--- src/hw/swt_pkg.sv ---
/*
 * Shared constants and types for the sweep acquisition timing block:
 * register indices, control bit positions, event record layout and the
 * state types. Assumes one CLK cycle is one sweep timer unit.
 */
`default_nettype none
package swt_pkg;
	// ------------------------------------------------------------------
	// Widths
	// ------------------------------------------------------------------
	localparam int TW = 48;        // Delay, range, hold-off, sweep count
	localparam int EW = 53;        // Event time stamp width
	localparam int NCH = 8;        // Seven stop inputs plus start
	localparam int FW = 5;         // Fine bits, 32 bins per timer unit
	localparam int TAGW = 16;      // Tag inputs
	localparam int AW = 4;         // Register index width
	localparam int DW = 32;        // Register data width
	localparam int RW = 64;        // Event record width
	localparam int MW = 6;         // Monitor select width
	localparam logic [2:0] START_CH = 3'h7;

	// ------------------------------------------------------------------
	// Timing
	// ------------------------------------------------------------------
	localparam int PERIOD_NS = 50;
	localparam int DEAD_NS = 46;
	localparam int DEAD_RAW = (DEAD_NS + PERIOD_NS - 1) / PERIOD_NS;
	localparam logic [TW-1:0] DEAD_CYC = TW'((DEAD_RAW < 1) ? 1 : DEAD_RAW);

	// ------------------------------------------------------------------
	// Register indices
	// ------------------------------------------------------------------
	localparam logic [AW-1:0] A_CTRL = 4'h0;
	localparam logic [AW-1:0] A_CHEN = 4'h1;
	localparam logic [AW-1:0] A_EDGE = 4'h2;
	localparam logic [AW-1:0] A_DLY_LO = 4'h3;
	localparam logic [AW-1:0] A_DLY_HI = 4'h4;
	localparam logic [AW-1:0] A_RNG_LO = 4'h5;
	localparam logic [AW-1:0] A_RNG_HI = 4'h6;
	localparam logic [AW-1:0] A_HLD_LO = 4'h7;
	localparam logic [AW-1:0] A_HLD_HI = 4'h8;
	localparam logic [AW-1:0] A_PRE_LO = 4'h9;
	localparam logic [AW-1:0] A_PRE_HI = 4'ha;
	localparam logic [AW-1:0] A_SWP_LO = 4'hb;
	localparam logic [AW-1:0] A_SWP_HI = 4'hc;
	localparam logic [AW-1:0] A_STAT = 4'hd;
	localparam logic [AW-1:0] A_MON = 4'he;

	// Control bits
	localparam int C_ARM = 0;
	localparam int C_ENDLESS = 1;
	localparam int C_PRESET = 2;
	localparam int C_START_CH = 3;
	localparam int C_TAG = 4;
	localparam int C_SWSTART = 5;  // Write-only pulse
	localparam int C_SWCLR = 6;    // Write-only pulse
	localparam int CTRL_W = 5;
	localparam logic [CTRL_W-1:0] CTRL_RST = 5'h00;
	localparam logic [NCH-1:0] CHEN_RST = 8'h7f;
	localparam logic [2*NCH-1:0] EDGE_RST = 16'h5555; // Rising only
	localparam int HI_W = TW - DW;

	// Status bits
	localparam int S_LOST = 8;     // Sticky, write one to clear

	// Event record layout
	localparam int R_TIME = 0;
	localparam int R_EDGE = 53;
	localparam int R_CHAN = 55;
	localparam int R_TAG = 37;

	// Monitor selects: top timer bit, then those above the timer bits
	localparam logic [MW-1:0] M_TIME_TOP = 6'h1d;
	localparam logic [MW-1:0] M_SWP_BASE = 6'h20;
	localparam logic [MW-1:0] M_SWP_TOP = 6'h2b;
	localparam logic [MW-1:0] M_ARMED = 6'h30;
	localparam logic [MW-1:0] M_SWEEP = 6'h31;
	localparam logic [MW-1:0] M_WINDOW = 6'h32;
	localparam logic [MW-1:0] M_HOLD = 6'h33;
	localparam logic [MW-1:0] M_DEAD = 6'h34;

	// ------------------------------------------------------------------
	// Types
	// ------------------------------------------------------------------
	typedef enum logic [2:0] {
		S_IDLE = 3'b000,
		S_ARMED = 3'b001,
		S_RUN = 3'b010,
		S_DEAD = 3'b011,
		S_HOLD = 3'b100
	} swt_state_e;

	typedef struct packed {
		logic [AW-1:0] addr;
		logic [DW-1:0] wdata;
		logic wr;
		logic rd;
	} swt_bus_s;

	typedef struct packed {
		// Input synchronisers
		logic [NCH-1:0] pin1, pin2, pin3;
		logic [NCH*FW-1:0] fin1, fin2;
		logic [TAGW-1:0] tag1, tag2, tag_smp;
		// Configuration
		logic [CTRL_W-1:0] ctrl;
		logic [NCH-1:0] chen;
		logic [2*NCH-1:0] edge_cfg;
		logic [TW-1:0] dly, rng, hld, pre;
		logic [MW-1:0] mon_sel;
		// Sweep machine
		swt_state_e st;
		logic [TW-1:0] timer, cnt, sweeps;
		logic lost;
		// Registered outputs
		logic evt_valid;
		logic [RW-1:0] evt_data;
		logic [DW-1:0] rdata;
		logic mon, tag_clk, armed, sweep_on;
	} swt_state_s;
endpackage
`default_nettype wire

--- src/hw/swt_sweep_timing.sv ---
/*
 * Sweep timing controller for a multi-channel stop-event digitizer:
 * arming, start detection, delay and range window, dead time, hold-off,
 * sweep counter with preset, endless mode, tag sampling and event records.
 * Assumes detector levels, fine codes and tags arrive asynchronously and
 * that one CLK cycle equals one sweep timer unit.
 */
// Decided for this implementation: strobed register access and the register addresses.
// Notes on behaviour
// - Armed: START edge begins sweep and acquisition
// - Per-channel rising/falling/both edges, edge marked
// - Acquisition delay, even units, suppresses early stops
// - Sweep ends when time range elapses
// - Fixed dead time after sweep end
// - Hold-off blocks new start after sweep
// - Delay, range, hold-off are 48-bit counts
// - Events outside window are discarded
// - Sweep counter increments at sweep start
// - Preset reached blocks further sweep starts
// - Low 12 sweep counter bits on monitor
// - Endless mode: one start, absolute times
// - Time stamps 53 bits, fine bins
// - Thirty timer bits selectable on monitor
// - START optionally sampled as eighth channel
// - Record holds channel and common-base time
// - Sixteen tags sampled, stored with events
// - Tag clock driven as strobe
// - Tags overwrite upper time stamp bits when enabled
`default_nettype none
module swt_sweep_timing
	import swt_pkg::*;
(
	input wire logic CLK,
	input wire logic SYS_RST,
	input wire logic CE,
	input wire logic [AW-1:0] ADDR,
	input wire logic [DW-1:0] WDATA,
	input wire logic WR,
	input wire logic RD,
	output logic [DW-1:0] RDATA,
	input wire logic START_IN,
	input wire logic [NCH-2:0] STOP_IN,
	input wire logic [NCH*FW-1:0] FINE_IN,
	input wire logic [TAGW-1:0] TAG_IN,
	output logic TAG_CLK,
	output logic EVT_VALID,
	output logic [RW-1:0] EVT_DATA,
	output logic MON,
	output logic ARMED,
	output logic SWEEP_ON
);
	// ------------------------------------------------------------------
	// Helpers
	// ------------------------------------------------------------------
	// Lowest set channel wins when several fire together
	function automatic logic [2:0] first_ch(input logic [NCH-1:0] v);
		logic [2:0] r;
		r = '0;
		for (int i = NCH - 1; i >= 0; i--) begin
			if (v[i]) begin
				r = 3'(i);
			end
		end
		return r;
	endfunction

	swt_state_s q, d;        // Whole state and its next value
	swt_bus_s bus;           // Register port bundle
	logic [NCH-1:0] rise, fall, hit;
	logic [NCH-1:0] ch_ok;
	logic [TW-1:0] dly_eff;
	logic in_win, start_ev, blocked, sw_start;
	logic [2:0] ch;
	logic [RW-1:0] rec;

	assign bus = '{addr: ADDR, wdata: WDATA, wr: WR, rd: RD};

	// ------------------------------------------------------------------
	// Edge detection and window
	// ------------------------------------------------------------------
	always_comb begin
		rise = q.pin2 & ~q.pin3;
		fall = ~q.pin2 & q.pin3;
		ch_ok = q.chen;
		ch_ok[START_CH] = q.chen[START_CH] & q.ctrl[C_START_CH];
		for (int i = 0; i < NCH; i++) begin
			// Edge kinds selected per channel
			hit[i] = ch_ok[i] & ((rise[i] & q.edge_cfg[2*i])
				| (fall[i] & q.edge_cfg[2*i+1]));
		end
		// START trigger uses the start channel's edge selection
		start_ev = (rise[START_CH] & q.edge_cfg[2*START_CH])
			| (fall[START_CH] & q.edge_cfg[2*START_CH+1]);
		dly_eff = {q.dly[TW-1:1], 1'b0};
		// Acquire from delay on, and below range unless endless
		in_win = (q.st == S_RUN) && (q.timer >= dly_eff)
			&& (q.ctrl[C_ENDLESS] || (q.timer < q.rng));
		blocked = q.ctrl[C_PRESET] && (q.sweeps >= q.pre);
		sw_start = bus.wr && (bus.addr == A_CTRL) && bus.wdata[C_SWSTART];
		ch = first_ch(hit);
	end

	// ------------------------------------------------------------------
	// Event record build
	// ------------------------------------------------------------------
	always_comb begin
		rec = '0;
		// Coarse timer with fine bin appended
		rec[R_TIME +: EW] = {q.timer, q.fin2[ch*FW +: FW]};
		rec[R_EDGE +: 2] = {fall[ch], rise[ch]};
		rec[R_CHAN +: 3] = ch;
		if (q.ctrl[C_TAG]) begin
			rec[R_TAG +: TAGW] = q.tag_smp;
		end
	end

	// ------------------------------------------------------------------
	// Next state
	// ------------------------------------------------------------------
	always_comb begin
		d = q;
		// Two-stage synchronisers, third stage for edge history
		d.pin1 = {START_IN, STOP_IN};
		d.pin2 = q.pin1;
		d.pin3 = q.pin2;
		d.fin1 = FINE_IN;
		d.fin2 = q.fin1;
		d.tag1 = TAG_IN;
		d.tag2 = q.tag1;
		// Tag strobe toggles every cycle, tags caught on its rise
		d.tag_clk = ~q.tag_clk;
		if (!q.tag_clk) begin
			d.tag_smp = q.tag2;
		end

		// Register writes
		if (bus.wr) begin
			case (bus.addr)
				A_CTRL: d.ctrl = bus.wdata[CTRL_W-1:0];
				A_CHEN: d.chen = bus.wdata[NCH-1:0];
				A_EDGE: d.edge_cfg = bus.wdata[2*NCH-1:0];
				A_DLY_LO: d.dly[DW-1:0] = bus.wdata;
				A_DLY_HI: d.dly[TW-1:DW] = bus.wdata[HI_W-1:0];
				A_RNG_LO: d.rng[DW-1:0] = bus.wdata;
				A_RNG_HI: d.rng[TW-1:DW] = bus.wdata[HI_W-1:0];
				A_HLD_LO: d.hld[DW-1:0] = bus.wdata;
				A_HLD_HI: d.hld[TW-1:DW] = bus.wdata[HI_W-1:0];
				A_PRE_LO: d.pre[DW-1:0] = bus.wdata;
				A_PRE_HI: d.pre[TW-1:DW] = bus.wdata[HI_W-1:0];
				A_MON: d.mon_sel = bus.wdata[MW-1:0];
				default: d.ctrl = q.ctrl; // Others ignored
			endcase
			if (bus.addr == A_CTRL && bus.wdata[C_SWCLR]) begin
				d.sweeps = '0;
			end
			if (bus.addr == A_STAT && bus.wdata[S_LOST]) begin
				d.lost = 1'b0;
			end
		end

		// Register reads, data stands one cycle only
		d.rdata = '0;
		if (bus.rd) begin
			case (bus.addr)
				A_CTRL: d.rdata = DW'(q.ctrl);
				A_CHEN: d.rdata = DW'(q.chen);
				A_EDGE: d.rdata = DW'(q.edge_cfg);
				A_DLY_LO: d.rdata = q.dly[DW-1:0];
				A_DLY_HI: d.rdata = DW'(q.dly[TW-1:DW]);
				A_RNG_LO: d.rdata = q.rng[DW-1:0];
				A_RNG_HI: d.rdata = DW'(q.rng[TW-1:DW]);
				A_HLD_LO: d.rdata = q.hld[DW-1:0];
				A_HLD_HI: d.rdata = DW'(q.hld[TW-1:DW]);
				A_PRE_LO: d.rdata = q.pre[DW-1:0];
				A_PRE_HI: d.rdata = DW'(q.pre[TW-1:DW]);
				A_SWP_LO: d.rdata = q.sweeps[DW-1:0];
				A_SWP_HI: d.rdata = DW'(q.sweeps[TW-1:DW]);
				A_STAT: d.rdata = DW'({q.lost, 5'h00, q.st});
				A_MON: d.rdata = DW'(q.mon_sel);
				default: d.rdata = '0; // Unmapped reads zero
			endcase
		end

		// Sweep machine
		d.timer = q.timer + TW'(1);
		case (q.st)
			S_IDLE: begin
				d.timer = '0;
				if (q.ctrl[C_ARM]) begin
					d.st = S_ARMED;
				end
			end
			S_ARMED: begin
				d.timer = '0;
				if ((start_ev || sw_start) && !blocked) begin
					d.st = S_RUN;
					d.timer = '0;
					d.sweeps = q.sweeps + TW'(1);
				end
			end
			S_RUN: begin
				// Endless runs until disarmed
				if (!q.ctrl[C_ENDLESS]
					&& (q.timer + TW'(1) >= q.rng)) begin
					d.st = S_DEAD;
					d.cnt = '0;
				end
			end
			S_DEAD: begin
				d.cnt = q.cnt + TW'(1);
				if (q.cnt >= DEAD_CYC - TW'(1)) begin
					d.cnt = '0;
					d.st = (q.hld != '0) ? S_HOLD : S_ARMED;
				end
			end
			S_HOLD: begin
				d.cnt = q.cnt + TW'(1);
				if (q.cnt >= q.hld - TW'(1)) begin
					d.st = S_ARMED;
				end
			end
			default: d.st = S_IDLE;
		endcase
		// Disarm from any state; endless keeps absolute time
		if (!q.ctrl[C_ARM]) begin
			d.st = S_IDLE;
		end
		// Status levels registered from the next state, no decode at pins
		d.armed = (d.st == S_ARMED);
		d.sweep_on = (d.st == S_RUN);

		// Forward in-window events only
		d.evt_valid = in_win && (hit != '0);
		d.evt_data = rec;
		// Extra coincident channels are dropped, set wins over clear
		if (in_win && ((hit & (hit - NCH'(1))) != '0)) begin
			d.lost = 1'b1;
		end

		// Monitor selection
		if (q.mon_sel <= M_TIME_TOP) begin
			d.mon = q.timer[q.mon_sel];
		end else if (q.mon_sel >= M_SWP_BASE && q.mon_sel <= M_SWP_TOP) begin
			d.mon = q.sweeps[q.mon_sel - M_SWP_BASE];
		end else begin
			case (q.mon_sel)
				M_ARMED: d.mon = (q.st == S_ARMED);
				M_SWEEP: d.mon = (q.st == S_RUN);
				M_WINDOW: d.mon = in_win;
				M_HOLD: d.mon = (q.st == S_HOLD);
				M_DEAD: d.mon = (q.st == S_DEAD);
				default: d.mon = 1'b0;
			endcase
		end
	end

	// ------------------------------------------------------------------
	// State register
	// ------------------------------------------------------------------
	always_ff @(posedge CLK) begin
		if (SYS_RST) begin
			q <= '0;
			q.ctrl <= CTRL_RST;
			q.chen <= CHEN_RST;
			q.edge_cfg <= EDGE_RST;
			q.st <= S_IDLE;
		end else if (CE) begin
			q <= d;
		end
	end

	// Outputs straight from the state register
	assign RDATA = q.rdata;
	assign TAG_CLK = q.tag_clk;
	assign EVT_VALID = q.evt_valid;
	assign EVT_DATA = q.evt_data;
	assign MON = q.mon;
	assign ARMED = q.armed;
	assign SWEEP_ON = q.sweep_on;
endmodule
`default_nettype wire

--- config.mk ---
export PLATFORM = sky130hd
export DESIGN_NAME = swt_sweep_timing
export DESIGN_NICKNAME = d
export VERILOG_FILES = /design/src/hw/swt_pkg.sv /design/src/hw/swt_sweep_timing.sv
export SDC_FILE = /design/constraint.sdc
export NUM_CORES = 2
export LEC_CHECK = 0
export BUFFER_PORTS_ARGS = -buffer_cell sky130_fd_sc_hd__buf_2
export CAP_MARGIN = 20
export CORE_UTILIZATION = 55
export CTS_CLUSTER_SIZE = 24
export DETAILED_ROUTE_END_ITERATION = 6
export PLACE_DENSITY = 0.73
export REMOVE_ABC_BUFFERS = 1
export SYNTH_ARGS = -nofsm -noshare
export SYNTH_HDL_FRONTEND = slang
export SYNTH_SLANG_ARGS = --single-unit
export TNS_END_PERCENT = 20
--- constraint.sdc ---
create_clock -name CLK -period 6.8 [get_ports CLK]
set_input_delay 1.36 -clock CLK [delete_from_list [all_inputs] [get_ports CLK]]
set_output_delay 1.36 -clock CLK [all_outputs]
set_load 0.02 [all_outputs]
# --- After elaboration in Yosys (flattened, before gate mapping) ---
# Index checks and enable logic that the tools add are counted.
classes:
  muxes: 39
  n_reduce_logical: 39
  shift: 1
  eq_ne: 26
  magnitude_cmp: 12
  bitwise: 39
  n_addsub: 6
  mul: 1
ops:
  columns: ["cell", "count"]
  rows:
  - ["$pmux 32 s15", 1]
  - ["$mux 48", 5]
  - ["$ge 48x48->1", 4]
  - ["$add 48x1->48 const B", 3]
  - ["$pmux 48 s3", 1]
  - ["$pmux 48 s2", 1]
  - ["$mux 51", 1]
  - ["$mux 49", 1]
  - ["$ge 48x1->1 const B", 1]
  - ["$lt 48x48->1", 1]
  - ["$reduce_bool 48->1", 1]
  - ["$sub 48x1->48 const B", 1]
  - ["$reduce_and 3->1", 14]
  - ["$shiftx 40x7->5", 1]
  - ["$mux 3", 13]
  - ["$mux 32", 1]
  - ["$eq 6x6->1 const B", 5]
  - ["$eq 4x4->1 const B", 7]
  - ["$and 1x1->1", 25]
  - ["$and 8x8->8", 3]
  - ["$eq 4x3->1 const B", 4]
  - ["$mux 16", 1]
  - ["$not 8->8", 2]
  - ["$reduce_bool 8->1", 2]
  - ["other kinds (29)", 64]
totals:
  out_inout_bits: 101
  reg_bits: 622

# --- Longest topological paths before layout ---
depth:
  ltp_word: 15
  depth_mapped: 22

# --- Least setup slack after synthesis ---
# OpenSTA, ideal clock, no wires.
synth_timing:
  kind: "register to register"
  start: "register q, in the netlist d[41]"
  end: "register q[191] (netlist bit)"
  arrival_time_ns: 4.899
  n_path_buf: 4
  slack_ns: 1.774
  setup_ns: 0.128
  path_stages_with_launch: 22
  synth_period_minus_slack_ns: 5.026
  path_cell_list: "dfxtp_1 ha_1 nand3_2 or3_1 clkbuf_1 or4_1 buf_2 nor3_4 and3_1 buf_2 nand3_1 xnor2_1 ha_1 nand4_1 nor4_1 a211oi_1 o221ai_1 o311ai_0 clkbuf_1 nor4_1 xnor2_1 nor2_1"
synth_via:
  elab_chain_cells: 5
synth_rtl:
  columns: ["element", "line_no", "source"]
  rows:
  - ["start, declared", "swt_sweep_timing.sv:67", "swt_state_s q, d;"]
  - ["$add 48x1->48", "swt_sweep_timing.sv:204", "&& (q.timer + TW'(1) >= q.rng)) begin"]
  - ["$ge 48x48->1", "swt_sweep_timing.sv:204", null]
  - ["$logic_and 1x1->1", "swt_sweep_timing.sv:204", null]
  - ["$ne 2x2->1 (no source line)", null, null]
  - ["$reduce_and 3->1 (no source line)", null, null]
# Every way passes these cells.
# A chain may end at the register's enable or synchronous reset.

# --- Worst setup path in the final report ---
layout_timing:
  start: "register q, in the netlist d[41]"
  end: "register q[175] (netlist bit)"
# The elaborated chain is that of the path after synthesis.

==> impl_metrics.ini <==
[outcome]
outcome = finished with violations
violations = DRC

[floorplanning]
die_x_um = 253.1
core_area_um2 = 61940
rows = 91
initial_core_util_pct = 55.97
io_pins = 206
dieArea_um2 = 64040
die_height_um = 253.1

[logic_synthesis]
ys_seq_elements = 622
synth_edf_count = 0
ys_warn_count = 0
synthCells = 4265
syn_avg_cell_area_um2 = 8.128
synth.distinct_cells = 87
yosysSeqAreaShare_pct = 35.92
synthArstFlopShare_pct = 0
synth-main-ff-cell = dfxtp_1
synth_area_um2 = 34670

[setup_path]
endpoint_kind = flop
path_class = flop to flop
path_max_fanout = 22
crit_required_ns = 7.29
cp.arrival_ns = 6.33
cp-start-kind = flop
r2r_setup_slack_ns = 0.96

[timing]
finalSetupTns_ns = 0
maxSlewHeadroom_pct = 29.62
layout_min_cycle_time_ns = 5.844
clock.fmax_mhz = 171.1
rsz0062_at_grt = no
hold_viol_final = 0
skew_ns = 0.02273
maxSlewViolCount = 0
tightest_slew_ns = 1.053
fin_crit_sh_pct = 85.93
setup_viol = 0

[pwr]
irDropWorstVdd_mv = 0.2022
cellPowerDensity_nw_per_um2 = 216.4
p_total_mw = 8.182
p_leak_nw = 15.41

[route]
remaining_drc_errors = 18
ant_nets = 0
wl_per_cell_um = 22.11
drt_iter0_drc = 3543
drt_pre_antenna_iters = 7
num_vias = 31600
via_per_inst = 6.174
wirelength_mm = 113.2

[clock_network]
clk_latency_ns = 0.63
cts-root-buf = clkbuf_16
clk_pin_slew_worst_paths_ns = 0.06
clk_path_buf_depth = 3
cts_resized = 0
cts_buffers = 69
cts.htree.levels = 3
post_cts_buffers = 0
hold_buffers = 0
clock-sinks = 622
cts_tree = done

[global_routing]
grt_usage_pct = 34.65
gr-total-overflow = 0
grt_max_degree = 105
grt_pass1_wl_mm = 171.2
antenna_found_initial = 3
first_global_vias = 29230

[flow_run]
cap_violations = 0

[layout]
num_antenna_cells = 0
final_cell_mix = dfxtp_1 (622), nand2_1 (610), nor2_1 (443)
layout.nets = 4581
syn_to_final_growth_pct = 9.059
final-seq-area_um2 = 12450
fin_util_pct = 61.04
mostFrequentLayoutCell = dfxtp_1
multiInputGateArea_um2 = 19840
drive_gt1_share_pct = 10.11
fillers = 5602

[placed_design]
portBuffers = 199
hpwlAfterDp_mm = 81.42
globalplace.congestion = 1.042

[hold_path]
hold_class = flop to flop
[report_power, final]
group          internal (mW)  leakage (nW)  switching, mW
registers               3.70          5.03         0.0459
logic                  0.211          9.25          0.419
clock network           2.20          1.12           1.60
[cell families (layout without fill, tap and decap cells)]
group	after synthesis	count (layout)	synth area share [%]
xor gates and xnor gates	138	138	3.486
and+or+nand+nor	1573	1573	20.72
other	1	6	0.01082
AOI/OAI and AO/OA	882	882	16.23
adders and majority gates	244	244	8.806
muxes	247	247	7.623
buffers and inverters	558	569	7.200
DFF	622	622	35.92
[synth_stat cells (13+ instances only)]
cell	n	area share, %
nor3_1	84	1.2
nor2_1	448	4.9
a211o_1	19	0.48
and3_1	53	0.96
a221o_1	14	0.40
mux4_2	13	0.84
nand2_1	610	6.6
buf_4	98	2.1
o211ai_1	15	0.32
nand3_1	101	1.5
a22o_1	29	0.73
a211oi_1	24	0.52
or2_2	14	0.25
a31oi_1	16	0.29
inv_1	190	2.1
or4_1	19	0.41
nand4_1	70	1.3
dfxtp_1	622	36
a21oi_1	387	5.6
xnor2_1	98	2.5
nor4_1	47	0.85
buf_2	19	0.27
mux2i_1	228	6.6
nor2b_1	15	0.27
xor2_1	40	1.0
ha_1	244	8.8
a222oi_1	24	0.69
o21ai_0	110	1.6
a22oi_1	70	1.5
a21o_1	53	1.1
buf_1	23	0.25
and4_1	13	0.33
clkbuf_1	224	2.4
a221oi_1	29	0.73
nand2b_1	24	0.43
[sequential cells by signal (all words and copies together) (netlist names)]
name	flops
ARMED	1
EVT_DATA	58
EVT_VALID	1
MON	1
RDATA	32
SWEEP_ON	1
TAG_CLK	1
ch_ok	7
d	104
dly_eff	47
q	369
[cell type report]
cell class / instances / area share, %
inverters: 191 / 1.896
flip-flops and latches: 622 / 32.93
repair buffers: 258 / 3.925
clock inverters: 23 / 0.7446
multi-input cells: 3090 / 52.49
clock buffers: 97 / 5.242
well taps: 837 / 2.770
[metal layers]
| layer | part of all wire [%] | track usage [%] | vias to the layer above | wire length [um] |
|---|---|---|---|---|
| li1 | - | - | 14830 | - |
| met1 | 41 | 46.08 | 14860 | 46720 |
| met2 | 43 | 52.40 | 1554 | 48260 |
| met3 | 9.8 | 6.322 | 354 | 11070 |
| met4 | 6.3 | 20.35 | 0 | 7119 |
| met5 | 0 | 0 | - | 0 |
[final timing paths]
| check | start | endpoint | cells after the start |
|---|---|---|---|
| min reg2reg | q[476]$_SDFFE_PP0P_ | q[476]$_SDFFE_PP0P_ | 2 |
| max | d[41]$_SDFFE_PP0P_ | q[175]$_SDFFE_PP0P_ | 18 |
| min | q[476]$_SDFFE_PP0P_ | q[476]$_SDFFE_PP0P_ | 2 |
| max reg2reg | d[41]$_SDFFE_PP0P_ | q[175]$_SDFFE_PP0P_ | 18 |
[metrics by stage]
stage / setup WS, ns / instances / cell area, um2 / hold WS, ns
2_1_floorplan: 0.5230 / 3903 / 32910 / 0.4251
3_3_place_gp: 1.198 / 4994 / 35490 / 0.4385
3_5_place_dp: 1.047 / 4995 / 35520 / 0.4476
4_1_cts: 0.9998 / 5115 / 37780 / 0.4555
5_1_grt: 0.4250 / 5118 / 37810 / 0.4653
6_report: 0.9565 / 5118 / 37810 / 0.4530
[worst max-delay path, cell delays in order, from the launching register on]
cell and delay [ns]:
dfxtp_1 0.51, ha_1 0.26, nand3_2 0.18, or3_1 0.56, or4_1 0.73, nor3_4 0.31, and3_1 0.28, nand3_1 0.13
xnor2_1 0.17, ha_1 0.34, nand4_1 0.14, nor4_1 0.49, a211oi_1 0.20, o221ai_1 0.39, o311ai_2 0.11, buf_4 0.25
or4_1 0.44, xor2_1 0.14, nor2_1 0.05
No activity file was read; power rests on OpenSTA's default activity.
